--- src/rtl/fdsel_cfg.svh ---
`ifndef FDSEL_CFG_SVH
`define FDSEL_CFG_SVH
// Summary of operation
// RQ1 - in parallel floppy mode with port function select zero, drive extra drive select pin
// RQ2 - extra select carries drive one with swap bit clear, drive zero when set
// RQ3 - combined drive two-or-three select asserts for drives 2 or 3, not during exchange
// RQ4 - rate pins mirror bits 1:0 of whichever rate register was written last
// RQ5 - in parallel floppy mode with select zero, drive extra rate bit zero pin
// RQ6 - each dma request line is active high, sourced by floppy or parallel port
// RQ7 - request line floats when unsourced, source disabled, or source has no dma
// RQ8 - after reset request line 2 belongs to floppy, lines 0, 1, 3 float
// RQ9 - in alternate compatibility mode, status a shows second drive installed input
// RQ10 - disk change input readable through the digital input register
// RQ11 - mode option reuses disk change pin as read gate diagnostic input
// RQ12 - in parallel floppy mode with select zero, accept extra disk change input
// RQ13 - decoded drive selects gated by motor enable bits 7:4 of digital output register
// RQ14 - duplicated parallel outputs match value and timing of normal outputs

`define FDSEL_ADDR_W 8
`define FDSEL_OFF_DOR 8'h00
`define FDSEL_OFF_CCR 8'h04
`define FDSEL_OFF_DSR 8'h08
`define FDSEL_OFF_FCR 8'h0c
`define FDSEL_OFF_FER 8'h10
`define FDSEL_OFF_ROUTE 8'h14
`define FDSEL_OFF_STATA 8'h18
`define FDSEL_OFF_DIR 8'h1c

`define FDSEL_DOR_SEL_LSB 0
`define FDSEL_DOR_MOTOR_LSB 4
`define FDSEL_FCR_SWAP_BIT 4
`define FDSEL_FER_FDC_EN 0
`define FDSEL_FER_PAR_EN 1
`define FDSEL_FER_PFM 2
`define FDSEL_FER_PFS 3
`define FDSEL_FER_ALT 5
`define FDSEL_FER_READ_GATE_DIAG 6
`define FDSEL_FER_FDC_DMA 7
`define FDSEL_FER_PAR_DMA 8
`define FDSEL_FER_W 9
`define FDSEL_STATA_SECOND_DRIVE_PRESENT_N_BIT 6
`define FDSEL_DIR_CHG_BIT 7

`define FDSEL_RST_DOR 8'h00
`define FDSEL_RST_RATE 2'h0
`define FDSEL_RST_SWAP 1'b0
`define FDSEL_RST_FER 9'h083
`define FDSEL_RST_ROUTE 8'h10

`endif

--- src/rtl/fdsel_pkg.sv ---
package fdsel_pkg;
    typedef enum logic [1:0] {
        FDSEL_SRC_NONE,
        FDSEL_SRC_FDC,
        FDSEL_SRC_PAR,
        FDSEL_SRC_RSVD
    } fdsel_src_t;
endpackage

--- src/rtl/fdsel_dma_route.sv ---
`timescale 1ns/10ps
`include "fdsel_cfg.svh"
module fdsel_dma_route #(
    parameter int LINES = 4
) (
    input wire logic clk_i,
    input wire logic rst_i,
    input wire logic [2*LINES-1:0] route_i,
    input wire logic fdc_en_i,
    input wire logic par_en_i,
    input wire logic fdc_dma_en_i,
    input wire logic par_dma_en_i,
    input wire logic fdc_req_i,
    input wire logic par_req_i,
    output logic [LINES-1:0] dma_req_o,
    output logic [LINES-1:0] dma_req_oe_o
);
    fdsel_pkg::fdsel_src_t src;

    always_comb begin
        src = fdsel_pkg::FDSEL_SRC_NONE;
        dma_req_o = '0;
        dma_req_oe_o = '0;
        for (int i = 0; i < LINES; i++) begin
            src = fdsel_pkg::fdsel_src_t'(route_i[2*i +: 2]);
            case (src)
                fdsel_pkg::FDSEL_SRC_FDC: begin
                    dma_req_oe_o[i] = fdc_en_i & fdc_dma_en_i; // see RQ7
                    dma_req_o[i] = fdc_en_i & fdc_dma_en_i & fdc_req_i; // see RQ6
                end
                fdsel_pkg::FDSEL_SRC_PAR: begin
                    dma_req_oe_o[i] = par_en_i & par_dma_en_i; // see RQ7
                    dma_req_o[i] = par_en_i & par_dma_en_i & par_req_i; // see RQ6
                end
                default: begin
                    // unsourced or reserved code: line floats
                    dma_req_oe_o[i] = 1'b0; // see RQ7
                    dma_req_o[i] = 1'b0;
                end
            endcase
        end
    end

    for (genvar g = 0; g < LINES; g++) begin : g_chk

    end
endmodule

--- src/rtl/fdsel_top.sv ---
`timescale 1ns/10ps
`include "fdsel_cfg.svh"
module fdsel_top #(
    parameter int DMA_LINES = 4
) (
    input wire logic clk_i,
    input wire logic rst_i,
    input wire logic psel_i,
    input wire logic penable_i,
    input wire logic pwrite_i,
    input wire logic [`FDSEL_ADDR_W-1:0] paddr_i,
    input wire logic [31:0] pwdata_i,
    output logic pready_o,
    output logic [31:0] prdata_o,
    output logic pslverr_o,
    input wire logic fdc_dma_req_i,
    input wire logic par_dma_req_i,
    output logic [DMA_LINES-1:0] dma_req_o,
    output logic [DMA_LINES-1:0] dma_req_oe_o,
    output logic drive_select_zero_n_o,
    output logic drive_select_one_n_o,
    output logic drive_two_or_three_n_o,
    output logic rate_bit0_n_o,
    output logic rate_bit1_n_o,
    output logic drive_select_one_pp_n_o,
    output logic rate_bit0_pp_n_o,
    output logic pp_floppy_oe_o,
    input wire logic door_opened_n_i,
    input wire logic door_opened_pp_n_i,
    input wire logic second_drive_present_n_i,
    output logic read_gate_diag_o
);
    logic setup;
    logic access;
    logic known;
    logic wr;
    logic [1:0] wr_rate;
    logic [1:0] dor_sel;
    logic [3:0] dor_motor;
    logic [1:0] rate;
    logic fcr_swap;
    logic [`FDSEL_FER_W-1:0] fer;
    logic [2*DMA_LINES-1:0] route;
    logic [1:0] next_dor_sel;
    logic [3:0] next_dor_motor;
    logic [1:0] next_rate;
    logic next_fcr_swap;
    logic [`FDSEL_FER_W-1:0] next_fer;
    logic [2*DMA_LINES-1:0] next_route;
    logic [31:0] next_prdata;
    logic pp_active;
    logic door_active;
    logic motor_on;
    logic [1:0] phys;
    logic ds0_n;
    logic ds1_n;
    logic drive_two_or_three_n_n;
    logic rate0_n;
    logic rate1_n;
    logic read_gate_diag;
    logic next_ds0_n;
    logic next_ds1_n;
    logic next_drive_two_or_three_n_n;
    logic next_rate0_n;
    logic next_rate1_n;
    logic next_read_gate_diag;
    // a literal cannot be part-selected, so the reset word is named first
    localparam logic [7:0] RST_DOR = `FDSEL_RST_DOR;

    function automatic logic fdsel_mapped(input logic [`FDSEL_ADDR_W-1:0] a);
        case (a)
            `FDSEL_OFF_DOR, `FDSEL_OFF_CCR, `FDSEL_OFF_DSR, `FDSEL_OFF_FCR,
            `FDSEL_OFF_FER, `FDSEL_OFF_ROUTE, `FDSEL_OFF_STATA, `FDSEL_OFF_DIR: return 1'b1;
            default: return 1'b0;
        endcase
    endfunction

    // exchange only ever trades logical drives 0 and 1
    function automatic logic [1:0] fdsel_phys(input logic [1:0] lsel, input logic swap);
        return (swap && !lsel[1]) ? {1'b0, ~lsel[0]} : lsel;
    endfunction

    assign setup = psel_i & ~penable_i;
    assign access = psel_i & penable_i;
    assign known = fdsel_mapped(paddr_i);
    assign wr = access & pwrite_i & known;
    assign wr_rate = pwdata_i[1:0];
    // zero wait states: read data is captured in the setup cycle
    assign pready_o = 1'b1;
    assign pslverr_o = access & ~known;

    assign pp_active = fer[`FDSEL_FER_PFM] & ~fer[`FDSEL_FER_PFS];
    assign door_active = ~door_opened_n_i | (pp_active & ~door_opened_pp_n_i); // see RQ12
    assign motor_on = dor_motor[dor_sel];
    assign phys = fdsel_phys(dor_sel, fcr_swap);

    // register file
    always_comb begin
        next_dor_sel = dor_sel;
        next_dor_motor = dor_motor;
        next_rate = rate;
        next_fcr_swap = fcr_swap;
        next_fer = fer;
        next_route = route;
        if (wr) begin
            case (paddr_i)
                `FDSEL_OFF_DOR: begin
                    next_dor_sel = pwdata_i[`FDSEL_DOR_SEL_LSB +: 2];
                    next_dor_motor = pwdata_i[`FDSEL_DOR_MOTOR_LSB +: 4];
                end
                // both rate registers share one store, so the last write wins
                `FDSEL_OFF_CCR: begin
                    next_rate = wr_rate; // see RQ4
                end
                `FDSEL_OFF_DSR: begin
                    next_rate = wr_rate; // see RQ4
                end
                `FDSEL_OFF_FCR: begin
                    next_fcr_swap = pwdata_i[`FDSEL_FCR_SWAP_BIT];
                end
                `FDSEL_OFF_FER: begin
                    next_fer = pwdata_i[`FDSEL_FER_W-1:0];
                end
                `FDSEL_OFF_ROUTE: begin
                    next_route = pwdata_i[2*DMA_LINES-1:0];
                end
                default: begin
                    next_fer = fer;
                end
            endcase
        end
    end

    always_ff @(posedge clk_i) begin
        if (rst_i) begin
            dor_sel <= RST_DOR[1:0];
            dor_motor <= RST_DOR[7:4];
            rate <= `FDSEL_RST_RATE;
            fcr_swap <= `FDSEL_RST_SWAP;
            fer <= `FDSEL_RST_FER;
            route <= `FDSEL_RST_ROUTE; // see RQ8
        end else begin
            dor_sel <= next_dor_sel;
            dor_motor <= next_dor_motor;
            rate <= next_rate;
            fcr_swap <= next_fcr_swap;
            fer <= next_fer;
            route <= next_route;
        end
    end

    // read path
    always_comb begin
        next_prdata = prdata_o;
        if (setup && !pwrite_i) begin
            case (paddr_i)
                `FDSEL_OFF_DOR: next_prdata = {24'h000000, dor_motor, 2'h0, dor_sel};
                `FDSEL_OFF_CCR: next_prdata = {30'h00000000, rate};
                `FDSEL_OFF_DSR: next_prdata = {30'h00000000, rate};
                `FDSEL_OFF_FCR: next_prdata = {27'h0000000, fcr_swap, 4'h0};
                `FDSEL_OFF_FER: next_prdata = {23'h000000, fer};
                `FDSEL_OFF_ROUTE: next_prdata = {24'h000000, route};
                `FDSEL_OFF_STATA: begin
                    next_prdata = 32'h00000000;
                    next_prdata[`FDSEL_STATA_SECOND_DRIVE_PRESENT_N_BIT] = fer[`FDSEL_FER_ALT] & ~second_drive_present_n_i; // see RQ9
                end
                `FDSEL_OFF_DIR: begin
                    next_prdata = 32'h00000000;
                    // in read gate mode the pin no longer means disk change
                    next_prdata[`FDSEL_DIR_CHG_BIT] = door_active & ~fer[`FDSEL_FER_READ_GATE_DIAG]; // see RQ10
                end
                default: next_prdata = 32'h00000000;
            endcase
        end
    end

    always_ff @(posedge clk_i) begin
        if (rst_i) begin
            prdata_o <= 32'h00000000;
        end else begin
            prdata_o <= next_prdata;
        end
    end

    // drive pins, all registered so normal and duplicated copies switch together
    always_comb begin
        next_ds0_n = ~(motor_on & (phys == 2'h0)); // see RQ13
        next_ds1_n = ~(motor_on & (phys == 2'h1)); // see RQ13
        next_drive_two_or_three_n_n = ~(motor_on & dor_sel[1] & ~fcr_swap); // see RQ3
        next_rate0_n = ~rate[0]; // see RQ4
        next_rate1_n = ~rate[1]; // see RQ4
        next_read_gate_diag = fer[`FDSEL_FER_READ_GATE_DIAG] & ~door_opened_n_i; // see RQ11
    end

    always_ff @(posedge clk_i) begin
        if (rst_i) begin
            ds0_n <= 1'b1;
            ds1_n <= 1'b1;
            drive_two_or_three_n_n <= 1'b1;
            rate0_n <= 1'b1;
            rate1_n <= 1'b1;
            read_gate_diag <= 1'b0;
        end else begin
            ds0_n <= next_ds0_n;
            ds1_n <= next_ds1_n;
            drive_two_or_three_n_n <= next_drive_two_or_three_n_n;
            rate0_n <= next_rate0_n;
            rate1_n <= next_rate1_n;
            read_gate_diag <= next_read_gate_diag;
        end
    end

    assign drive_select_zero_n_o = ds0_n;
    assign drive_select_one_n_o = ds1_n;
    assign drive_two_or_three_n_o = drive_two_or_three_n_n;
    assign rate_bit0_n_o = rate0_n;
    assign rate_bit1_n_o = rate1_n;
    assign read_gate_diag_o = read_gate_diag;
    assign pp_floppy_oe_o = pp_active; // see RQ1
    // the pin after exchange already carries logical drive 0 or 1 as needed
    assign drive_select_one_pp_n_o = ds1_n; // see RQ2
    assign rate_bit0_pp_n_o = rate0_n; // see RQ5

    fdsel_dma_route #(
        .LINES(DMA_LINES)
    ) u_dma (
        .clk_i(clk_i),
        .rst_i(rst_i),
        .route_i(route),
        .fdc_en_i(fer[`FDSEL_FER_FDC_EN]),
        .par_en_i(fer[`FDSEL_FER_PAR_EN]),
        .fdc_dma_en_i(fer[`FDSEL_FER_FDC_DMA]),
        .par_dma_en_i(fer[`FDSEL_FER_PAR_DMA]),
        .fdc_req_i(fdc_dma_req_i),
        .par_req_i(par_dma_req_i),
        .dma_req_o(dma_req_o),
        .dma_req_oe_o(dma_req_oe_o)
    );
endmodule

--- config.mk ---
export PLATFORM = sky130hd
export DESIGN_NAME = fdsel_top
export DESIGN_NICKNAME = d
export VERILOG_FILES = /design/src/rtl/fdsel_pkg.sv /design/src/rtl/fdsel_dma_route.sv /design/src/rtl/fdsel_top.sv
export VERILOG_INCLUDE_DIRS = /design/src /design/src/rtl
export SDC_FILE = /design/constraint.sdc
export NUM_CORES = 1
export LEC_CHECK = 0
export BUFFER_PORTS_ARGS = -buffer_cell sky130_fd_sc_hd__buf_2
export CAP_MARGIN = 15
export CORE_UTILIZATION = 43
export CTS_CLUSTER_DIAMETER = 150
export DETAILED_ROUTE_END_ITERATION = 10
export GPL_TIMING_DRIVEN = 0
export PLACE_DENSITY = 0.76
export RECOVER_POWER = 25
export SYNTH_ARGS = -nofsm -noshare
export SYNTH_HDL_FRONTEND = slang
export SYNTH_SLANG_ARGS = --single-unit
--- constraint.sdc ---
create_clock -name clk_i -period 1.6 [get_ports clk_i]
set_clock_uncertainty 0.15 [all_clocks]
set_input_delay 0.4 -clock clk_i [delete_from_list [all_inputs] [get_ports clk_i]]
set_output_delay 0.4 -clock clk_i [all_outputs]
set_load 0.005 [all_outputs]
==> results.md, run 1 <==
- Outcome: finished with violations
- Failing checks: setup timing
- Critical path endpoint category: primary output
- Period Utilization, post-route: 1.14
- Met2 Usage GRT: 0.344
- Top Ports: 101
- Compound-Gate Fraction of Synth Area: 0.108
- Final cell count without fillers: 425
- Wire per inst: around 14 um
- Dpl cell area: 2750 um2
- Clock Tree Root: clkbuf_8
- FP Rows: 26
- Effective utilization at floorplan: 0.452
- Via count: between 2000 and 2500
- Slew @ Worst Pin: ~0.54 ns
- Post-synth EDFFs: 0
- Routing usage on met1: 0.250
- Via density: 4.99
- Routed WL: 5.96 mm
- Fin nets: between 400 and 500
- Distinct cells, synth: between 40 and 50
- Syn Inst Count: roughly 260
- Final Wtd Congestion: 0.886
- Kind of critical path: register to primary output
- Simple-gate area share of the yosys netlist: 0.230
- Met3 usage: 0.0410
- Mux contribution to synthesized area: 0.126
- Setup ws final: -0.217 ns
- CTS tree: yes
- Number of buffers created by CTS: 5
- Placed Cells: 402
- Core ar.: roughly 5100 um2
- Design area: 3190 um2
- Layout cells sized above 1: 0.434
- Mapped Area: 2320 um2
- WHS: 0.123 ns
- Global-route wire length before repair: 8.49 mm
- Routed Antenna Nets: 0
- Largest net degree at the start of global routing: 13
- Dpl ws: -0.367 ns
- Total gr overflow: 0
- Endpoints failing hold: 0
- Max rail drop VDD: 0.000445 V
- Min cycle time layout: 1.82 ns
- Avg Inst Size Synth: 8.97 um2
- Register area share after synthesis: 0.353
- Pins Over Slew Limit: 0
- Max Buffers Root-to-Sink: 2
- Clock insertion delay at the later pin of the skew report: 0.29 ns
- Ys flop type: dfxtp_1
- Antenna violations before repair: 0
- Port Buffer Count: 51
- Worst endpoint data arrival time: 1.27 ns
- Clock Sinks: 41
- Die area: 5700 um2
- Die height: around 75 um
- Adder-Cell Fraction of Synth Area: 0.0431
- Async S/R FF share, synth: 0
- Reg2reg path depth: 5
- Synth-to-layout area growth: 37.3%
- WP data required: 1.05 ns
- Worst Hold Depth: 2
- Max Freq: between 500 and 600 MHz
- Yosys reg bits: 41
- Fill count: 442
- Slew margin rel.: 0.642
- Largest family of logic cells by synthesized area: simple AND/OR/NAND/NOR gates
- XOR/XNOR share of the synthesized area: 0.00377
- Layer with the highest usage: met2
- Max-cap violation count: 0
- Leakage power: 1.55 nW
- Yosys warning total: 0
- DP HPWL: 4.03 mm
- RSZ-0062 raised after global routing: true
- Worst min path class: primary input to register
- Setup TNS Final: -1.46 ns
- Gr usage total: 0.201
- DRC viols: 0
- Worst-path fanout max: 3
- Clk pin slew, worst setup/hold paths: ~0.08 ns
- CTS H-tree depth: 2
- Vias in the first global route: 1845
- Antenna Cells: 0
- Worst Setup Start Kind: register
- Die width: 75.5 um
- Pre-Repair DR Iteration Count: 4
- Initial drt markers: 157
- Pwr Density: 620 nW/um2
- Setup violators final: 9
[sequential cells by signal, summed over array words and instances, names as in the netlist]
register	flops
read_gate_diag_o	1
rate_bit0_n_o	1
drive_two_or_three_n_o	1
fer	9
prdata_o	9
fcr_swap	1
dor_motor	4
drive_select_one_n_o	1
drive_select_zero_n_o	1
route	8
rate_bit1_n_o	1
rate	2
dor_sel	2
[layout by cell type (no fill, tap or decap), types with 5 or more instances in the layout]
master,netlist,final
buf_2,4,48
buf_4,27,41
clkbuf_1,5,9
clkbuf_8,0,7
conb_1,2,24
dfxtp_1,41,29
dfxtp_4,0,9
ha_4,0,7
inv_1,14,6
inv_2,0,7
mux2i_1,28,28
nand2_1,8,8
nand3_1,6,6
nor2_1,42,39
o21ai_0,5,5
[synthesized netlist by cell type, types with 2 or more instances]
library cell	count	area share
nor2_1	42	0.068
dfxtp_1	41	0.35
mux2i_1	28	0.12
buf_4	27	0.087
inv_1	14	0.023
ha_1	8	0.043
nand2_1	8	0.013
a22oi_1	7	0.023
a32oi_1	7	0.026
nand3_1	6	0.013
and3_1	5	0.013
clkbuf_1	5	0.0081
o21ai_0	5	0.011
a211o_1	4	0.015
a21oi_1	4	0.0086
buf_2	4	0.0086
nand2b_1	4	0.011
nand3b_1	4	0.013
nor3b_1	3	0.0097
a22o_1	2	0.0075
and2_1	2	0.0054
and4_1	2	0.0075
conb_1	2	0.0032
nand4_2	2	0.011
nor2b_1	2	0.0054
nor3_1	2	0.0043
[cell type report]
class	instances	area [um2]	area share
buffer	38	263	0.0824
clock buffer	7	96.3	0.0302
clock inverter	1	5.00	0.00157
inverter	14	55.1	0.0173
multi-input combinational	188	1450	0.455
sequential	41	858	0.269
tap	70	87.6	0.0275
timing repair buffer	66	374	0.117
[metal layers]
layer	vias up	wire length, um
met3	13	349
met5	-	0
met4	0	114
li1	1039	-
met2	76	3000
met1	993	2500
[critical path, stage by stage (launching register included)]
cell and delay (ns):
dfxtp_4 0.37, inv_2 0.05, ha_4 0.15, a32oi_2 0.20, nor2_1 0.08, buf_2 0.13
[report_power, final]
| part | total [mW] | switching, mW | internal, mW |
|---|---|---|---|
| sequential | 1.00 | 0.000379 | 1.00 |
| combinational | 0.232 | 0.124 | 0.108 |
| clock | 0.741 | 0.351 | 0.390 |
| total | 1.98 | 0.476 | 1.50 |
[logic make-up after synthesis]
group,count (synthesis)
compound gates,34
xor+xnor,1
fa+ha+maj,8
buf+inv,52
flops,41
mux,29
other cells,2
simple gates,92
[path summary, 6_finish.rpt]
kind | start | end | slack, ns
hold / removal | door_opened_n_i | read_gate_diag_o | 0.12
setup reg to reg | route[4] | prdata_o[4] | 0.19
hold reg to reg | rate[1] | rate_bit1_n_o | 0.29
setup / recovery | route[1] | dma_req_oe_o[0] | -0.22
[timing repair]
item                       in CTS  in global routing
setup buffers                  14                  1
setup endpoints to repair       9                 24
gates cloned                    0                  0
hold buffers                    0                  0
resized for setup              49                 19
pin swaps                      16                 11
[metrics by stage]
| stage | util | power (mW) |
|---|---|---|
| 2_1_floorplan | - | 1.18 |
| 3_3_place_gp | 0.536 | 1.25 |
| 3_5_place_dp | 0.536 | 1.26 |
| 4_1_cts | 0.603 | 1.98 |
| 5_1_grt | 0.620 | 2.05 |
| 6_report | 0.620 | 1.98 |
Note: power is estimated with default switching activity, not from simulation.
==> run 2: changes to the inputs <==
Settings changed: GPL_TIMING_DRIVEN 0 to not set.
==> run 2 against run 1 <==
Net effect: the flow still finishes with violations (setup timing); non-clock buffer count is 14 lower; clock power up 13%; total power increased by 3.7%; via count is 2.3% lower.
==> results.md, run 2 (synthesized netlist as in run 1, its figures left out) <==
- Outcome: finished with violations
- Failing checks: setup timing
- Die width: 75.5 um (unchanged)
- Routed WL: 5.81 mm (-2.6%)
- Synth-to-layout area growth: 33.6%
- Number of buffers created by CTS: 5 (unchanged)
- Pre-Repair DR Iteration Count: 4 (unchanged)
- Gr usage total: 0.203 (+0.00212)
- Max Freq: 552 MHz (+0.28%)
- Top Ports: 101 (unchanged)
- RSZ-0062 raised after global routing: true
- Switch Pwr: 487 uW (+2.4%)
- Final Wtd Congestion: 0.883 (-0.28%)
- Most common cell after layout, fill and taps aside: buf_2
- Setup ws final: -0.212 ns (+0.00503 ns)
- WP buf/inv: 2 (unchanged)
- Worst path slowest cell: dfxtp_4
- WHS: 0.116 ns (-0.00654 ns)
- FP Rows: 26 (unchanged)
- Die area: 5700 um2 (unchanged)
- Clock Tree Root: clkbuf_8
- Critical path endpoint category: primary output
- Worst Setup Start Kind: register
- Vias in the first global route: 1911 (+3.6%)
- Largest net degree at the start of global routing: 34 (+21)
- Clock Sinks: 41 (unchanged)
- Period Utilization, post-route: 1.13 (-0.00314)
- CTS tree: yes
- Via density: 5.04 (+1.1%)
- CTS hold repair buffers: 0 (unchanged)
- Clock power share: 0.409 (+0.034)
- Slew margin rel.: 0.560 (-0.0823)
- Max Buffers Root-to-Sink: 2 (unchanged)
- Setup violators final: 9 (unchanged)
- Leakage power: 1.51 nW (-2.9%)
- Crit path cell chain: inv_2 -> ha_2 -> a32oi_1 -> nor2_1 -> buf_2
- Most frequent cells in the layout: buf_2 (48), nor2_1 (40), buf_4 (35)
- Net Sw Frac: 0.238 (-0.00299)
- Initial drt markers: 99 (-37%)
- Endpoints failing hold: 0 (unchanged)
- Layout cells sized above 1: 0.416 (-0.0174)
- Core ar.: 5140 um2 (unchanged)
- Min cycle time layout: 1.81 ns (-0.00503 ns)
- Effective utilization at floorplan: 0.452 (unchanged)
- Global-route wire length before repair: 8.68 mm (+2.3%)
- Pins Over Slew Limit: 0 (unchanged)
- Antenna Cells: 0 (unchanged)
- Max-cap violation count: 0 (unchanged)
- DP HPWL: 4.01 mm (-0.53%)
- Design area: 3100 um2 (-2.7%)
- Sequential share of power: 0.491 (-0.017)
- Wire per inst: 14.1 um (+0.70%)
- Routed Antenna Nets: 0 (unchanged)
- Clk pin slew, worst setup/hold paths: 0.08 ns (about the same)
- Worst-path fanout max: 3 (unchanged)
- Max rail drop VDD: 0.000433 V (-2.7%)
- Max stage delay on crit path: 0.38 ns (about the same)
- Kind of critical path: register to primary output
- Comb power frac: 0.101 (-0.016)
- Dpl cell area: 2700 um2 (-1.9%)
- Die height: 75.5 um (unchanged)
- Slew @ Worst Pin: 0.660 ns (+0.123 ns)
- Worst min path class: primary input to register
- P_int: 1.56 mW (+4.1%)
- Antenna violations before repair: 0 (unchanged)
- WP data required: 1.05 ns (about the same)
- Delay-heaviest family, CP: flip-flops
- Total gr overflow: 0 (unchanged)
- Port Buffer Count: 53 (+3.9%)
- DRC viols: 0 (unchanged)
- Biggest regs: fer x9, prdata_o x9, route x8
- CTS H-tree depth: 2 (unchanged)
- Fin nets: 398 (-3.4%)
- Pwr Density: 661 nW/um2 (+6.6%)
- Via count: 2073 (-2.3%)
- Clock insertion delay at the later pin of the skew report: 0.29 ns (about the same)
- Worst endpoint data arrival time: 1.26 ns (about the same)
[run 2: worst reg2reg max path: stages, from the launching register on]
cell      delay, ns
dfxtp_4        0.37
buf_4          0.14
mux2i_1        0.13
nor3_1         0.06
o311ai_1       0.30
a21oi_1        0.11
[run 2: final timing paths]
kind / startpoint / to / slack [ns] / cells after the start
worst max register to register: route[4] / prdata_o[4] / 0.20 / 5
worst min-delay path: door_opened_n_i / read_gate_diag_o / 0.12 / 2
worst max-delay path: route[2] / dma_req_oe_o[1] / -0.21 / 5
worst min register to register: rate[0] / rate_bit0_n_o / 0.28 / 1
[run 2: layer usage]
metal / track usage / wire length (um) / vias to the layer above
met1: 0.241 / 2350 / 974
met3: 0.0410 / 312 / 12
met5: 0 / 0 / -
li1: - / - / 1009
met4: 0.0864 / 119 / 0
met2: 0.355 / 3030 / 78
[run 2: power groups by stage]
stage | clock network (mW) | logic (mW) | registers [mW]
CTS | 0.851 | 0.200 | 1.01
detailed placement | 0 | 0.189 | 1.04
global route | 0.905 | 0.229 | 1.01
floorplan | 0 | 0.141 | 1.04
global placement | 0 | 0.185 | 1.04
finish | 0.838 | 0.206 | 1.01
[run 2: what timing repair did]
item / 4_1_cts / 5_1_grt
cloned: 0 / 0
endpoints found under the setup margin: 9 / 11
resized for setup: 46 / 17
buffers inserted: 10 / 2
pin swaps: 15 / 11
[run 2: final cells by class]
| type | instances | area [um2] |
|---|---|---|
| clock buffers | 6 | 72.6 |
| clock inverters | 2 | 38.8 |
| fillers | 438 | 2040 |
| inverters | 14 | 55.1 |
| multi-input cells | 188 | 1430 |
| flip-flops and latches | 41 | 853 |
| well taps | 70 | 87.6 |
| repair buffers | 90 | 566 |
[run 2: per-stage QoR]
step / setup WS, ns / util / power, mW / setup TNS [ns] / cells
CTS: -0.169 / 0.588 / 2.06 / -1.37 / 409
global route: -0.255 / 0.603 / 2.14 / -1.96 / 411
floorplan: -0.0258 / - / 1.18 / -0.0773 / 281
detailed placement: -0.209 / 0.526 / 1.23 / -2.94 / 391
global placement: -0.198 / 0.526 / 1.23 / -2.08 / 391
finish: -0.212 / 0.603 / 2.05 / -1.51 / 411
==> run 3: changes to the inputs <==
--- a/config.mk
+++ b/config.mk
@@ -12,4 +12,5 @@
 export CTS_CLUSTER_DIAMETER = 150
 export DETAILED_ROUTE_END_ITERATION = 10
+export GPL_TIMING_DRIVEN = 1
 export PLACE_DENSITY = 0.76
 export RECOVER_POWER = 25
--- a/constraint.sdc
+++ b/constraint.sdc
@@ -3,3 +3,3 @@
 set_input_delay 0.4 -clock clk_i [delete_from_list [all_inputs] [get_ports clk_i]]
 set_output_delay 0.4 -clock clk_i [all_outputs]
-set_load 0.005 [all_outputs]
+set_load 0.01 [all_outputs]
==> run 3 against run 2 <==
Net effect: the run still ends with setup timing left; clock-buffer cell count stayed put; global-route usage is 0.79 points lower; routed wire length is 4.3% lower; critical path depth stayed put; first-iteration DRC count is 23% lower; cell count is 1.2% lower; total power is 6.6% lower; die area stayed put.
==> results.md, run 3 (synthesized netlist as in run 1, its figures left out) <==
- Pwr Density: 626 nW/um2 (-5.3%)
- Vias in the first global route: 1761 (-7.8%)
- Design area: 3060 um2 (-1.4%)
- Kind of critical path: register to primary output
- CTS hold repair buffers: 0 (unchanged)
- Dpl ws: -0.172 ns (+0.0372 ns)
- Most frequent cells in the layout: buf_2 (42), nor2_1 (38), dfxtp_1 (31)
- R2R Path End: prdata_o[4]
- Pins Over Slew Limit: 0 (unchanged)
- Clock Tree Root: clkbuf_8
- DP HPWL: 4.01 mm (about the same)
- Layout cells sized above 1: 0.396 (-0.0206)
- Biggest regs: fer x9, prdata_o x9, route x8
- RSZ-0062 raised after global routing: true
- Outcome: finished with violations
- Pwr Total: 1.91 mW (-6.6%)
- Total gr overflow: 0 (unchanged)
- Die height: 75.5 um (unchanged)
- Worst Hold Depth: 2 (unchanged)
- R2r setup slk: 0.13 ns (-0.07 ns)
- Effective utilization at floorplan: 0.452 (unchanged)
- Max Freq: 554 MHz (+0.32%)
- Dpl cell area: 2690 um2 (-0.46%)
- Slew margin rel.: 0.527 (-0.0334)
- Final Wtd Congestion: 0.883 (about the same)
- Die width: 75.5 um (unchanged)
- DRC viols: 0 (unchanged)
- Critical path endpoint category: primary output
- Number of buffers created by CTS: 5 (unchanged)
- Wire per inst: 13.7 um (-3.1%)
- Max rail drop VDD: 0.000423 V (-2.4%)
- Largest net degree at the start of global routing: 21 (-38%)
- Min cycle time layout: 1.81 ns (-0.00585 ns)
- Failing checks: setup timing
- Slew @ Worst Pin: 0.710 ns (+0.0501 ns)
- Routed Antenna Nets: 0 (unchanged)
- Worst min path class: primary input to register
- Routed WL: 5.56 mm (-4.3%)
- Hold Crit Start: door_opened_n_i
- Max-cap violation count: 0 (unchanged)
- Max Buffers Root-to-Sink: 2 (unchanged)
- Reg2reg path depth: 5 (unchanged)
- Synth-to-layout area growth: 31.7%
- Top Ports: 101 (unchanged)
- Setup violators final: 12 (+3)
- Period Utilization, post-route: 1.13 (-0.00366)
- Port Buffer Count: 53 (unchanged)
- CTS H-tree depth: 2 (unchanged)
- CTS tree: yes
- Leakage power: 1.46 nW (-2.9%)
- Endpoints failing hold: 0 (unchanged)
- Most common cell after layout, fill and taps aside: buf_2
- Core ar.: 5140 um2 (unchanged)
- Setup ws final: -0.206 ns (+0.00585 ns)
- Clock insertion delay at the later pin of the skew report: 0.29 ns (about the same)
- Hold endpoint: read_gate_diag_o
- Worst endpoint data arrival time: 1.26 ns (about the same)
- Clock Sinks: 41 (unchanged)
- Gr usage total: 0.195 (-0.00792)
- Via count: 1993 (-3.9%)
- WP data required: 1.05 ns (about the same)
- Worst Setup Start Kind: register
- Global-route wire length before repair: 8.31 mm (-4.2%)
- Die area: 5700 um2 (unchanged)
- Antenna violations before repair: 0 (unchanged)
- Pre-Repair DR Iteration Count: 4 (unchanged)
- FP Rows: 26 (unchanged)
- Via density: 4.91 (-2.7%)
- Reg2reg start: route[4]
- Initial drt markers: 76 (-23%)
- Clk pin slew, worst setup/hold paths: 0.08 ns (about the same)
- Antenna Cells: 0 (unchanged)
- Fin nets: 393 (-1.3%)
- Worst-path fanout max: 3 (unchanged)
==> run 3: final cells by class <==
type,instances,area (um2)
Timing Repair Buffer,85,517
Sequential cell,41,856
Multi-Input combinational cell,188,1440
Clock inverter,2,13.8
Tap cell,70,87.6
Clock buffer,6,82.6
Fill cell,456,2080
Inverter,14,57.6
==> run 3: how the worst max path moves through the flow <==
stage / end / from / slack [ns]
6_report: dma_req_o[1] / route[3] / -0.21
5_1_grt: dma_req_oe_o[1] / route[3] / -0.25
4_1_cts: dma_req_oe_o[2] / route[5] / -0.18
3_5_place_dp: pslverr_o / paddr_i[5] / -0.17
3_3_place_gp: pslverr_o / paddr_i[5] / -0.16
2_1_floorplan: fer[7] / paddr_i[4] / -0.03
==> run 3: repair_timing <==
item	in CTS	in global routing
resized for setup	47	18
pin swaps	14	6
setup buffers	9	0
setup endpoints to repair	9	10
==> run 3: power breakdown <==
group / internal (mW) / total [mW] / switching (mW) / leakage (nW)
Combinational: 0.0871 / 0.214 / 0.127 / 1.08
Sequential: 1.00 / 1.00 / 0.000368 / 0.336
Clock: 0.349 / 0.696 / 0.347 / 0.0512
Total: 1.44 / 1.91 / 0.474 / 1.46
==> run 3: stage by stage <==
stage	instances	util	TNS (ns)	hold WS, ns
after floorplan	281	-	-0.0773	0.241
after global placement	389	0.523	-2.31	0.260
after detailed placement	389	0.523	-2.94	0.266
after CTS	406	0.583	-1.47	0.113
after global routing	406	0.595	-2.39	0.124
final	406	0.595	-1.48	0.120
==> run 3: critical path: stages (launching register included) <==
cell     delay [ns]
dfxtp_4        0.38
inv_2          0.05
ha_4           0.16
a22oi_2        0.17
nor2_1         0.08
buf_2          0.14
==> run 3: layer usage <==
metal / global-route usage / routed length [um]
met1: 0.252 / 2480
met2: 0.330 / 2800
met3: 0.0397 / 253
met4: 0.0535 / 23
met5: 0 / 0
